==> src/stepper_pkg.sv <==
// Shared constants and carrier types for the three-axis stepping pulse block
package stepper_pkg;
   localparam int NUM_AXES = 3;
   localparam int CLOCK_HZ = 100000000;
   localparam logic [13:0] RATE_MIN = 14'h0001;
   localparam logic [13:0] RATE_MAX = 14'h3ffe;
   localparam logic [9:0] ACCEL_MIN = 10'h002;
   localparam logic [9:0] ACCEL_MAX = 10'h3ff;
   localparam int BUSY_BIT = 6;
   localparam int ORIGIN_BIT = 0;
   localparam int SLOWDOWN_BIT = 1;
   localparam int DIR_BIT = 2;
   localparam int RAMP_BIT = 3;
   localparam logic [7:0] STATUS_RESET = 8'h00;
   localparam logic [7:0] PORT_RESET = 8'h00;
   localparam logic [13:0] RATE_RESET = 14'h0064;
   localparam logic [9:0] ACCEL_RESET = 10'h064;
   // Ramp tick period: one rate step per (ACCEL_UNIT_NS * setting) of time
   localparam int ACCEL_UNIT_NS = 10000;
   localparam int CLOCK_NS = 10;
   localparam logic [31:0] ACCEL_UNIT_CYCLES = 32'(ACCEL_UNIT_NS / CLOCK_NS);
   // Phase accumulator: a step pulse each time the accumulator wraps CLOCK_HZ
   localparam logic [27:0] PHASE_WRAP = 28'(CLOCK_HZ);
   localparam int STEP_WIDTH_CYC = 200;
   localparam logic [7:0] STEP_WIDTH = 8'(STEP_WIDTH_CYC);

   typedef enum logic [2:0] {
      MOVE_LOW_CONT,
      MOVE_HIGH_CONT,
      MOVE_LOW_HOME,
      MOVE_HIGH_HOME,
      MOVE_LOW_PRESET,
      MOVE_HIGH_PRESET
   } move_kind_t;

   typedef struct packed {
      logic [13:0] lowRate;
      logic [13:0] highRate;
      logic [9:0] accelRate;
      logic dualPulseMode;
   } axis_cfg_t;

   typedef struct packed {
      move_kind_t kind;
      logic negDir;
      logic [23:0] stepCount;
   } move_cmd_t;

   typedef struct packed {
      logic slowdown;
      logic rampedHalt;
      logic stopNow;
   } stop_req_t;

   typedef struct packed {
      logic stepLine;
      logic dirLine;
   } motor_out_t;
endpackage

==> src/stepper_axis.sv <==
// One axis: ramped step-rate generator with move sequencing and limit stops
`timescale 1ns/10ps
module stepper_axis
   import stepper_pkg::*;
(
   input wire logic clock,
   input wire logic reset,
   input wire axis_cfg_t cfg,
   input wire move_cmd_t cmd,
   input wire logic cmdLoad,
   input wire logic start,
   input wire stop_req_t stopReq,
   input wire logic originSwitch,
   input wire logic slowdownSwitch,
   output motor_out_t motorOut,
   output logic [7:0] status
);
   typedef enum logic [1:0] {IDLE, ACCEL, CRUISE, DECEL} phase_t;

   phase_t state_r, state_nxt;
   move_cmd_t pend_r, pend_nxt;
   logic [13:0] rate_r, rate_nxt;
   logic [27:0] acc_r, acc_nxt;
   logic [23:0] left_r, left_nxt;
   logic [23:0] rampSteps_r, rampSteps_nxt;
   logic [31:0] tick_r, tick_nxt;
   logic [7:0] width_r, width_nxt;
   logic halting_r, halting_nxt;
   logic slowing_r, slowing_nxt;
   logic stepOut_r, stepOut_nxt;
   logic dirOut_r, dirOut_nxt;
   logic negDir_r, negDir_nxt;
   logic [7:0] status_r, status_nxt;

   logic pulse;
   logic rampTick;
   logic [13:0] targetRate;
   logic [27:0] accSum;
   logic isHigh, isPreset, isHome;

   always_comb begin
      isHigh = pend_r.kind inside {MOVE_HIGH_CONT, MOVE_HIGH_HOME, MOVE_HIGH_PRESET};
      isPreset = pend_r.kind inside {MOVE_LOW_PRESET, MOVE_HIGH_PRESET};
      isHome = pend_r.kind inside {MOVE_LOW_HOME, MOVE_HIGH_HOME};
      accSum = acc_r + 28'(rate_r);
      pulse = (state_r != IDLE) && (accSum >= PHASE_WRAP);
      rampTick = tick_r >= ACCEL_UNIT_CYCLES * 32'(cfg.accelRate);
      targetRate = cfg.highRate;
      state_nxt = state_r;
      pend_nxt = pend_r;
      rate_nxt = rate_r;
      acc_nxt = pulse ? accSum - PHASE_WRAP : accSum;
      left_nxt = left_r;
      rampSteps_nxt = rampSteps_r;
      tick_nxt = rampTick ? 32'h0 : tick_r + 32'h1;
      halting_nxt = halting_r;
      slowing_nxt = slowing_r;
      negDir_nxt = negDir_r;
      width_nxt = (width_r != 8'h00) ? width_r - 8'h01 : 8'h00;
      if (pulse) begin
         width_nxt = STEP_WIDTH;
         if (isPreset) begin
            left_nxt = left_r - 24'h1;
         end
         if (state_r == ACCEL) begin
            rampSteps_nxt = rampSteps_r + 24'h1;
         end
      end
      if (cmdLoad && state_r == IDLE) begin
         pend_nxt = cmd;
      end
      case (state_r)
         IDLE: begin
            acc_nxt = 28'h0;
            if (start) begin
               // Common start launches every axis selected in axisSelect together
               negDir_nxt = pend_r.negDir;
               rate_nxt = cfg.lowRate;
               left_nxt = pend_r.stepCount;
               rampSteps_nxt = 24'h0;
               halting_nxt = 1'b0;
               slowing_nxt = 1'b0;
               tick_nxt = 32'h0;
               state_nxt = isHigh ? ACCEL : CRUISE;
               if (isPreset && pend_r.stepCount == 24'h0) begin
                  state_nxt = IDLE;
               end
            end
         end
         ACCEL: begin
            if (rampTick) begin
               // Constant rate increment per ramp interval
               rate_nxt = (rate_r < targetRate) ? rate_r + 14'h1 : rate_r;
            end
            if (rate_r >= targetRate) begin
               state_nxt = CRUISE;
            end
            // Preset move turns at the midpoint when the top is never reached
            if (isPreset && (left_r <= rampSteps_r + 24'h1)) begin
               state_nxt = DECEL;
            end
         end
         CRUISE: begin
            if (isPreset && isHigh && left_r <= rampSteps_r + 24'h1) begin
               state_nxt = DECEL;
            end
         end
         DECEL: begin
            if (rampTick && rate_r > cfg.lowRate) begin
               rate_nxt = rate_r - 14'h1;
            end
            if (rate_r <= cfg.lowRate) begin
               rate_nxt = cfg.lowRate;
               state_nxt = halting_r ? IDLE : CRUISE;
            end
         end
         default: state_nxt = IDLE;
      endcase
      if (state_r != IDLE) begin
         if (stopReq.rampedHalt) begin
            halting_nxt = 1'b1;
            state_nxt = DECEL;
         end else if (stopReq.slowdown && isHigh) begin
            slowing_nxt = 1'b1;
            state_nxt = DECEL;
         end
         if (pend_r.kind == MOVE_HIGH_HOME && slowdownSwitch && !slowing_r) begin
            slowing_nxt = 1'b1;
            state_nxt = DECEL;
         end
         if (slowing_r && state_r == CRUISE) begin
            rate_nxt = cfg.lowRate;
         end
         if (isPreset && pulse && left_r == 24'h1) begin
            state_nxt = IDLE;
         end
         if (isHome && originSwitch) begin
            state_nxt = IDLE;
         end
         if (stopReq.stopNow) begin
            state_nxt = IDLE;
         end
      end
      // Only an immediate stop cuts a pulse; other ends let the last step keep its full width
      stepOut_nxt = (width_nxt != 8'h00) && (pulse || stepOut_r)
         && !(stopReq.stopNow && state_r != IDLE);
      dirOut_nxt = negDir_nxt;
      status_nxt = STATUS_RESET;
      status_nxt[BUSY_BIT] = (state_nxt != IDLE) || stepOut_nxt;
      status_nxt[ORIGIN_BIT] = originSwitch;
      status_nxt[SLOWDOWN_BIT] = slowdownSwitch;
      status_nxt[DIR_BIT] = negDir_nxt;
      status_nxt[RAMP_BIT] = (state_nxt == ACCEL) || (state_nxt == DECEL);
   end

   always_ff @(posedge clock) begin
      if (reset) begin
         state_r <= IDLE;
         pend_r <= '0;
         rate_r <= RATE_RESET;
         acc_r <= 28'h0;
         left_r <= 24'h0;
         rampSteps_r <= 24'h0;
         tick_r <= 32'h0;
         width_r <= 8'h00;
         halting_r <= 1'b0;
         slowing_r <= 1'b0;
         stepOut_r <= 1'b0;
         dirOut_r <= 1'b0;
         negDir_r <= 1'b0;
         status_r <= STATUS_RESET;
      end else begin
         state_r <= state_nxt;
         pend_r <= pend_nxt;
         rate_r <= rate_nxt;
         acc_r <= acc_nxt;
         left_r <= left_nxt;
         rampSteps_r <= rampSteps_nxt;
         tick_r <= tick_nxt;
         width_r <= width_nxt;
         halting_r <= halting_nxt;
         slowing_r <= slowing_nxt;
         stepOut_r <= stepOut_nxt;
         dirOut_r <= dirOut_nxt;
         negDir_r <= negDir_nxt;
         status_r <= status_nxt;
      end
   end

   assign motorOut.stepLine = stepOut_r;
   assign motorOut.dirLine = dirOut_r;
   assign status = status_r;

   a_stop_immediate: assert property (@(posedge clock) disable iff (reset)
      stopReq.stopNow && state_r != IDLE |=> state_r == IDLE)
      else $error("stop did not halt axis");
   a_busy_tracks: assert property (@(posedge clock) disable iff (reset)
      state_r != IDLE |-> status_r[BUSY_BIT])
      else $error("busy low while moving");
   a_origin_stop: assert property (@(posedge clock) disable iff (reset)
      state_r != IDLE && isHome && originSwitch |=> state_r == IDLE)
      else $error("home seek ignored origin");
   a_low_rate_hold: assert property (@(posedge clock) disable iff (reset)
      state_r == CRUISE && !isHigh |-> rate_r == cfg.lowRate)
      else $error("low move off low rate");
   a_ramp_linear: assert property (@(posedge clock) disable iff (reset)
      state_r == ACCEL && $past(state_r) == ACCEL && !$past(rampTick) |-> $stable(rate_r))
      else $error("rate moved outside ramp tick");
   a_halt_ends: assert property (@(posedge clock) disable iff (reset)
      state_r == DECEL && halting_r && rate_r <= cfg.lowRate && !cmdLoad |=> state_r == IDLE)
      else $error("ramped halt did not stop");
   a_slow_keeps: assert property (@(posedge clock) disable iff (reset)
      state_r == DECEL && !halting_r && rate_r <= cfg.lowRate && stopReq == '0 && !originSwitch
      && !isPreset |=> state_r == CRUISE)
      else $error("slowdown did not keep stepping");
   a_idle_quiet: assert property (@(posedge clock) disable iff (reset)
      state_r == IDLE && width_r == 8'h00 |=> !stepOut_r)
      else $error("step while idle");
endmodule

==> src/stepper_pulse_channel_control.sv <==
// Three-axis stepping pulse controller top with digital I/O ports
`timescale 1ns/10ps
// How it works
// - Low and high rates span 1 to 16382
// - Ramp setting spans 2 to 1023
// - Step-and-sign mode: direction plus step lines
// - Dual-pulse mode: pulses on one direction line
// - Slowdown ramps to low rate, keeps stepping
// - Ramped halt decelerates to low, then stops
// - Immediate stop ends stepping without ramp
// - Busy flag at status bit 6
// - Low continuous move runs until stopped
// - High continuous move ramps up, runs until stopped
// - Low home seek stops on origin switch
// - High home seek slows on slowdown, stops origin
// - Low preset move issues exact pulse count
// - High preset ramps both ways, exact total count
// - One common start launches selected axes together
// - Two output bytes hold last written value
// - Two input bytes readable at any time
module stepper_pulse_channel_control
   import stepper_pkg::*;
(
   input wire logic clock,
   input wire logic reset,
   input wire logic [2:0] axisSelect,
   input wire logic cfgWrite,
   input wire axis_cfg_t cfgIn,
   input wire logic cmdLoad,
   input wire move_cmd_t cmdIn,
   input wire logic commonStart,
   input wire stop_req_t stopIn,
   input wire logic [2:0] originSwitch,
   input wire logic [2:0] slowdownSwitch,
   output logic [2:0] cfgRejected,
   output logic [2:0] stepOrPosLine,
   output logic [2:0] dirOrNegLine,
   output logic [23:0] statusBytes,
   input wire logic [1:0] outPortWrite,
   input wire logic [7:0] outPortData,
   output logic [7:0] outPort0,
   output logic [7:0] outPort1,
   input wire logic [7:0] inPins0,
   input wire logic [7:0] inPins1,
   output logic [7:0] inPort0,
   output logic [7:0] inPort1
);
   axis_cfg_t cfg_r [NUM_AXES];
   axis_cfg_t cfg_nxt [NUM_AXES];
   logic [2:0] rej_r, rej_nxt;
   logic [2:0] posOut_r, posOut_nxt;
   logic [2:0] negOut_r, negOut_nxt;
   logic [7:0] out0_r, out0_nxt, out1_r, out1_nxt;
   logic [7:0] in0_r, in1_r;
   motor_out_t motor [NUM_AXES];
   logic [7:0] axisStatus [NUM_AXES];
   logic cfgOk;

   always_comb begin
      // Out-of-range settings are refused rather than clipped
      cfgOk = cfgIn.lowRate >= RATE_MIN && cfgIn.lowRate <= RATE_MAX
         && cfgIn.highRate >= RATE_MIN && cfgIn.highRate <= RATE_MAX
         && cfgIn.accelRate >= ACCEL_MIN && cfgIn.accelRate <= ACCEL_MAX;
      out0_nxt = outPortWrite[0] ? outPortData : out0_r;
      out1_nxt = outPortWrite[1] ? outPortData : out1_r;
   end

   genvar g;
   generate
      for (g = 0; g < NUM_AXES; g++) begin : axis
         always_comb begin
            cfg_nxt[g] = cfg_r[g];
            rej_nxt[g] = rej_r[g];
            if (cfgWrite && axisSelect[g]) begin
               rej_nxt[g] = !cfgOk;
               if (cfgOk) begin
                  cfg_nxt[g] = cfgIn;
               end
            end
            if (cfg_r[g].dualPulseMode) begin
               posOut_nxt[g] = motor[g].stepLine && !motor[g].dirLine;
               negOut_nxt[g] = motor[g].stepLine && motor[g].dirLine;
            end else begin
               posOut_nxt[g] = motor[g].stepLine;
               negOut_nxt[g] = motor[g].dirLine;
            end
         end

         always_ff @(posedge clock) begin
            if (reset) begin
               cfg_r[g] <= '{lowRate: RATE_RESET, highRate: RATE_RESET, accelRate: ACCEL_RESET,
                  dualPulseMode: 1'b0};
               rej_r[g] <= 1'b0;
               posOut_r[g] <= 1'b0;
               negOut_r[g] <= 1'b0;
            end else begin
               cfg_r[g] <= cfg_nxt[g];
               rej_r[g] <= rej_nxt[g];
               posOut_r[g] <= posOut_nxt[g];
               negOut_r[g] <= negOut_nxt[g];
            end
         end

         stepper_axis stepper_axis_i (
            .clock(clock),
            .reset(reset),
            .cfg(cfg_r[g]),
            .cmd(cmdIn),
            .cmdLoad(cmdLoad && axisSelect[g]),
            .start(commonStart && axisSelect[g]),
            .stopReq(axisSelect[g] ? stopIn : stop_req_t'(3'h0)),
            .originSwitch(originSwitch[g]),
            .slowdownSwitch(slowdownSwitch[g]),
            .motorOut(motor[g]),
            .status(axisStatus[g])
         );

         assign statusBytes[8*g +: 8] = axisStatus[g];

         a_dual_exclusive: assert property (@(posedge clock) disable iff (reset)
            !(posOut_r[g] && negOut_r[g] && cfg_r[g].dualPulseMode))
            else $error("both pulse lines active");
      end
   endgenerate

   always_ff @(posedge clock) begin
      if (reset) begin
         out0_r <= PORT_RESET;
         out1_r <= PORT_RESET;
         in0_r <= PORT_RESET;
         in1_r <= PORT_RESET;
      end else begin
         out0_r <= out0_nxt;
         out1_r <= out1_nxt;
         in0_r <= inPins0;
         in1_r <= inPins1;
      end
   end

   assign cfgRejected = rej_r;
   assign stepOrPosLine = posOut_r;
   assign dirOrNegLine = negOut_r;
   assign outPort0 = out0_r;
   assign outPort1 = out1_r;
   assign inPort0 = in0_r;
   assign inPort1 = in1_r;

   a_port_hold: assert property (@(posedge clock) disable iff (reset)
      outPortWrite[0] |=> outPort0 == $past(outPortData))
      else $error("output port 0 lost write");
   a_input_follow: assert property (@(posedge clock) disable iff (reset)
      1'b1 |=> inPort1 == $past(inPins1))
      else $error("input port 1 stale");
   a_cfg_range: assert property (@(posedge clock) disable iff (reset)
      cfgWrite && axisSelect[0] && cfgIn.accelRate < ACCEL_MIN |=> cfgRejected[0])
      else $error("bad ramp setting accepted");
endmodule

==> config.mk <==
export PLATFORM = sky130hd
export DESIGN_NAME = stepper_pulse_channel_control
export DESIGN_NICKNAME = d
export VERILOG_FILES = /design/src/stepper_pkg.sv /design/src/stepper_axis.sv /design/src/stepper_pulse_channel_control.sv
export SDC_FILE = /design/constraint.sdc
export NUM_CORES = 2
export LEC_CHECK = 0
export ABC_AREA = 1
export BUFFER_PORTS_ARGS = -buffer_cell sky130_fd_sc_hd__buf_2
export CAP_MARGIN = 5
export CORE_MARGIN = 1
export CORE_UTILIZATION = 64
export CTS_CLUSTER_DIAMETER = 60
export CTS_CLUSTER_SIZE = 12
export DETAILED_ROUTE_END_ITERATION = 7
export PLACE_DENSITY = 0.89
export RECOVER_POWER = 25
export SETUP_SLACK_MARGIN = 0.4
export SYNTH_ARGS = -nofsm -noshare
export SYNTH_HDL_FRONTEND = slang
export SYNTH_SLANG_ARGS = --single-unit
==> constraint.sdc <==
create_clock -name clock -period 8.28 [get_ports clock]
set_input_delay 0.828 -clock clock [delete_from_list [all_inputs] [get_ports clock]]
set_output_delay 0.828 -clock clock [all_outputs]
set_load 0.02 [all_outputs]
==> flow_summary.ini <==
[drt]
drcViolationCount = 1
ant_nets = 0
drt-pass1-iter-count = 8
drt_iter0_drc = 4586
vias = 46100
wl_um = 133000
routedWlPerCell_um = 16.7
vias_per_cell = 5.80

[layout]
synthToLayoutAreaGrowth_pct = 7.85
diodes = 0
fin_util_pct = 69.9
drive_gt1_share_pct = 4.86
final_nets = 7578

[clocking]
post_cts_buffers = 0
clock_latency_ns = 0.63
cts_buffers = 72
holdBufCountCts = 0
cts_resized = 0
cts_tree = done
path_clk_slew_ns = 0.07
clockBufferDepth = 3
cts_root_buf = clkbuf_16
htreeDepth = 3
cts.sinks = 662

[synth]
yosys-mux-area-fraction_pct = 0
synth-main-ff-cell = dfxtp_1
synth-seq-cells = 662
netlist.area_leader.share_pct = 28.5
syn_area_um2 = 46500
synth.top_cells.by_area = dfxtp_1 29%, ha_1 11%, nand2_1 10%, inv_1 8.5%, nor2_1 6.3%
synthCells = 6861
yosys.area_share.simple_pct = 26.9
yosys.cell_types.count = 60
synthTopCellsByCount = 1291 x nand2_1, 1055 x inv_1, 785 x nor2_1, 662 x dfxtp_1, 549 x o21ai_0
async_flop_share_pct = 0
synth_compound_area_share_pct = 16.0
synth-edff-count = 0
synth_top_family_by_area = simple AND/OR/NAND/NOR gates
synth-seq-area-share_pct = 28.5
yosys.area_share.adder_pct = 14.8
yosysWarnings = 0
syn_avg_cell_area_um2 = 6.78
yosys.area.top_type = dfxtp_1
yosysMostFrequentCell = nand2_1
synth_xor_area_share_pct = 3.09

[sta]
finalCritPeriodShare_pct = 86.1
fmax_mhz = 140
max_slew_margin_pct = -66.4
setup_viol = 0
fin_skew_ns = 0.0204
final.setup.tns_ns = 0
period_minus_slack_ns = 7.13
tightestPinTransition_ns = 2.50
final_max_slew_viol_count = 102
hold_viol_final = 0
rsz0062_at_grt = false

[placed_design]
dp_hpwl_um = 99700
port_buffers = 165
gp_congestion = 1.02

[floorplan]
initial_core_util_pct = 64.8
ioPinCount = 175
die_w_um = 272
core.rowCount = 98
coreArea_um2 = 71700
dieArea_um2 = 73700
die_h_um = 272

[run]
maxCapViolCount = 3

[worst_setup_path]
path_class = flip-flop to flip-flop
crit_required_ns = 8.80
cp_slowest_stage_delay_ns = 0.57
worstPathArrival_ns = 7.65
endpoint_kind = flip-flop
slowest_stage = o311ai_0
crit_path_frequent_cell = inv_1
start_kind = flip-flop
worstPathMaxFanout = 16

[status]
failed_checks = DRC, capacitance limit, slew limit
status = complete, but fails checks

[pwr]
power_w = 0.0110
pwr_density_cell_nw_per_um2 = 220
ir_worst_vdd_mv = 0.211
p_leak_nw = 23.3

[global_routing]
grt_pass1_wl_um = 216000
antenna_found_initial = 1
grt_usage_pct = 35.5
overflow = 0
grt_pass1_vias = 44200
grt_max_degree = 185

[hold_path]
min_path_type = input pin to flip-flop
worst max-delay path: cells and delay by family, from the launching register on:
| family | cells | cell delay, ns |
|---|---|---|
| simple gates | 14 | 1.77 |
| compound gates | 6 | 1.40 |
| buf+inv | 7 | 0.60 |
| flops | 1 | 0.41 |
| fa+ha+maj | 6 | 2.69 |
| xor+xnor | 1 | 0.13 |
report_power, final:
group	internal [W]	switching (W)	total, W
combinational	0.00154	0.00263	0.00417
clock	0.00181	0.00137	0.00318
sequential	0.00341	0.000276	0.00368
total	0.00675	0.00428	0.0110
layout by cell type, fill, tap and decap left out, drive strengths merged, types with 17 or more instances in the layout:
master  instances
nand2        1313
inv          1084
nor2          811
dfxtp         662
o21ai         566
a21oi         542
ha            402
nand3         385
clkbuf        138
buf           133
nor3          125
xor2          120
nand4         112
o211ai         99
fa             93
nor4           69
xnor2          44
conb           42
nand3b         32
clkinv         25
o221ai         23
nor3b          23
a221oi         20
or2            20
o21bai         17
a31oi          17
layout make-up:
cell class	count	area, µm²
Tap cell	950	1190
Fill cell	6045	21600
Multi-Input combinational cell	4953	28400
Clock buffer	79	1900
Inverter	1092	4110
Sequential cell	662	13300
Clock inverter	22	318
Timing Repair Buffer	192	950
path summary, 6_finish.rpt:
kind | from | end | slack (ns) | depth (start not counted)
max reg2reg | cfg_r[2][4]$_SDFFE_PP0P_ | axis[2].stepper_axis_i.rate_r[9]$_SDFF_PP0_ | 1.15 | 34
min reg2reg | axis[2].stepper_axis_i.tick_r[0]$_SDFF_PP0_ | axis[2].stepper_axis_i.tick_r[0]$_SDFF_PP0_ | 0.45 | 1
max | cfg_r[2][4]$_SDFFE_PP0P_ | axis[2].stepper_axis_i.rate_r[9]$_SDFF_PP0_ | 1.15 | 34
min | inPins0[1] | inPort0[1]$_SDFF_PP0_ | 0.39 | 3
sequential cells by signal (all words and copies together), names as in the netlist, 24 cells and up:
signal	flops
axis.stepper_axis_i.acc_r	84
axis.stepper_axis_i.left_r	72
axis.stepper_axis_i.pend_r	84
axis.stepper_axis_i.rampSteps_r	72
axis.stepper_axis_i.rate_r	42
axis.stepper_axis_i.tick_r	96
axis.stepper_axis_i.width_r	24
cfg_r	117
metrics by stage:
step | cells | hold WS [ns] | worst slack (ns) | cell area (µm²)
2_1_floorplan | 6902 | 0.417 | 2.14 | 46700
3_3_place_gp | 7849 | 0.427 | 1.23 | 48000
3_5_place_dp | 7849 | 0.441 | 1.07 | 48000
4_1_cts | 7950 | 0.381 | 0.997 | 50200
5_1_grt | 7950 | 0.391 | 0.483 | 50100
6_report | 7950 | 0.393 | 1.15 | 50100
cells by family (layout without fill, tap and decap cells):
group | after synthesis | after routing
xor+xnor | 164 | 164
fa+ha+maj | 495 | 495
flops | 662 | 662
compound gates | 1346 | 1346
buf+inv | 1287 | 1385
simple gates | 2906 | 2906
other cells | 1 | 42
layer usage:
layer | up-vias | wire (µm) | GRT usage (%)
met5 | - | 13 | 0
met4 | 2 | 7260 | 18.2
met3 | 478 | 11900 | 6.55
met2 | 2000 | 59700 | 58.7
met1 | 21000 | 54100 | 44.0
li1 | 22700 | - | -
Power figures use the tool's default switching activity.
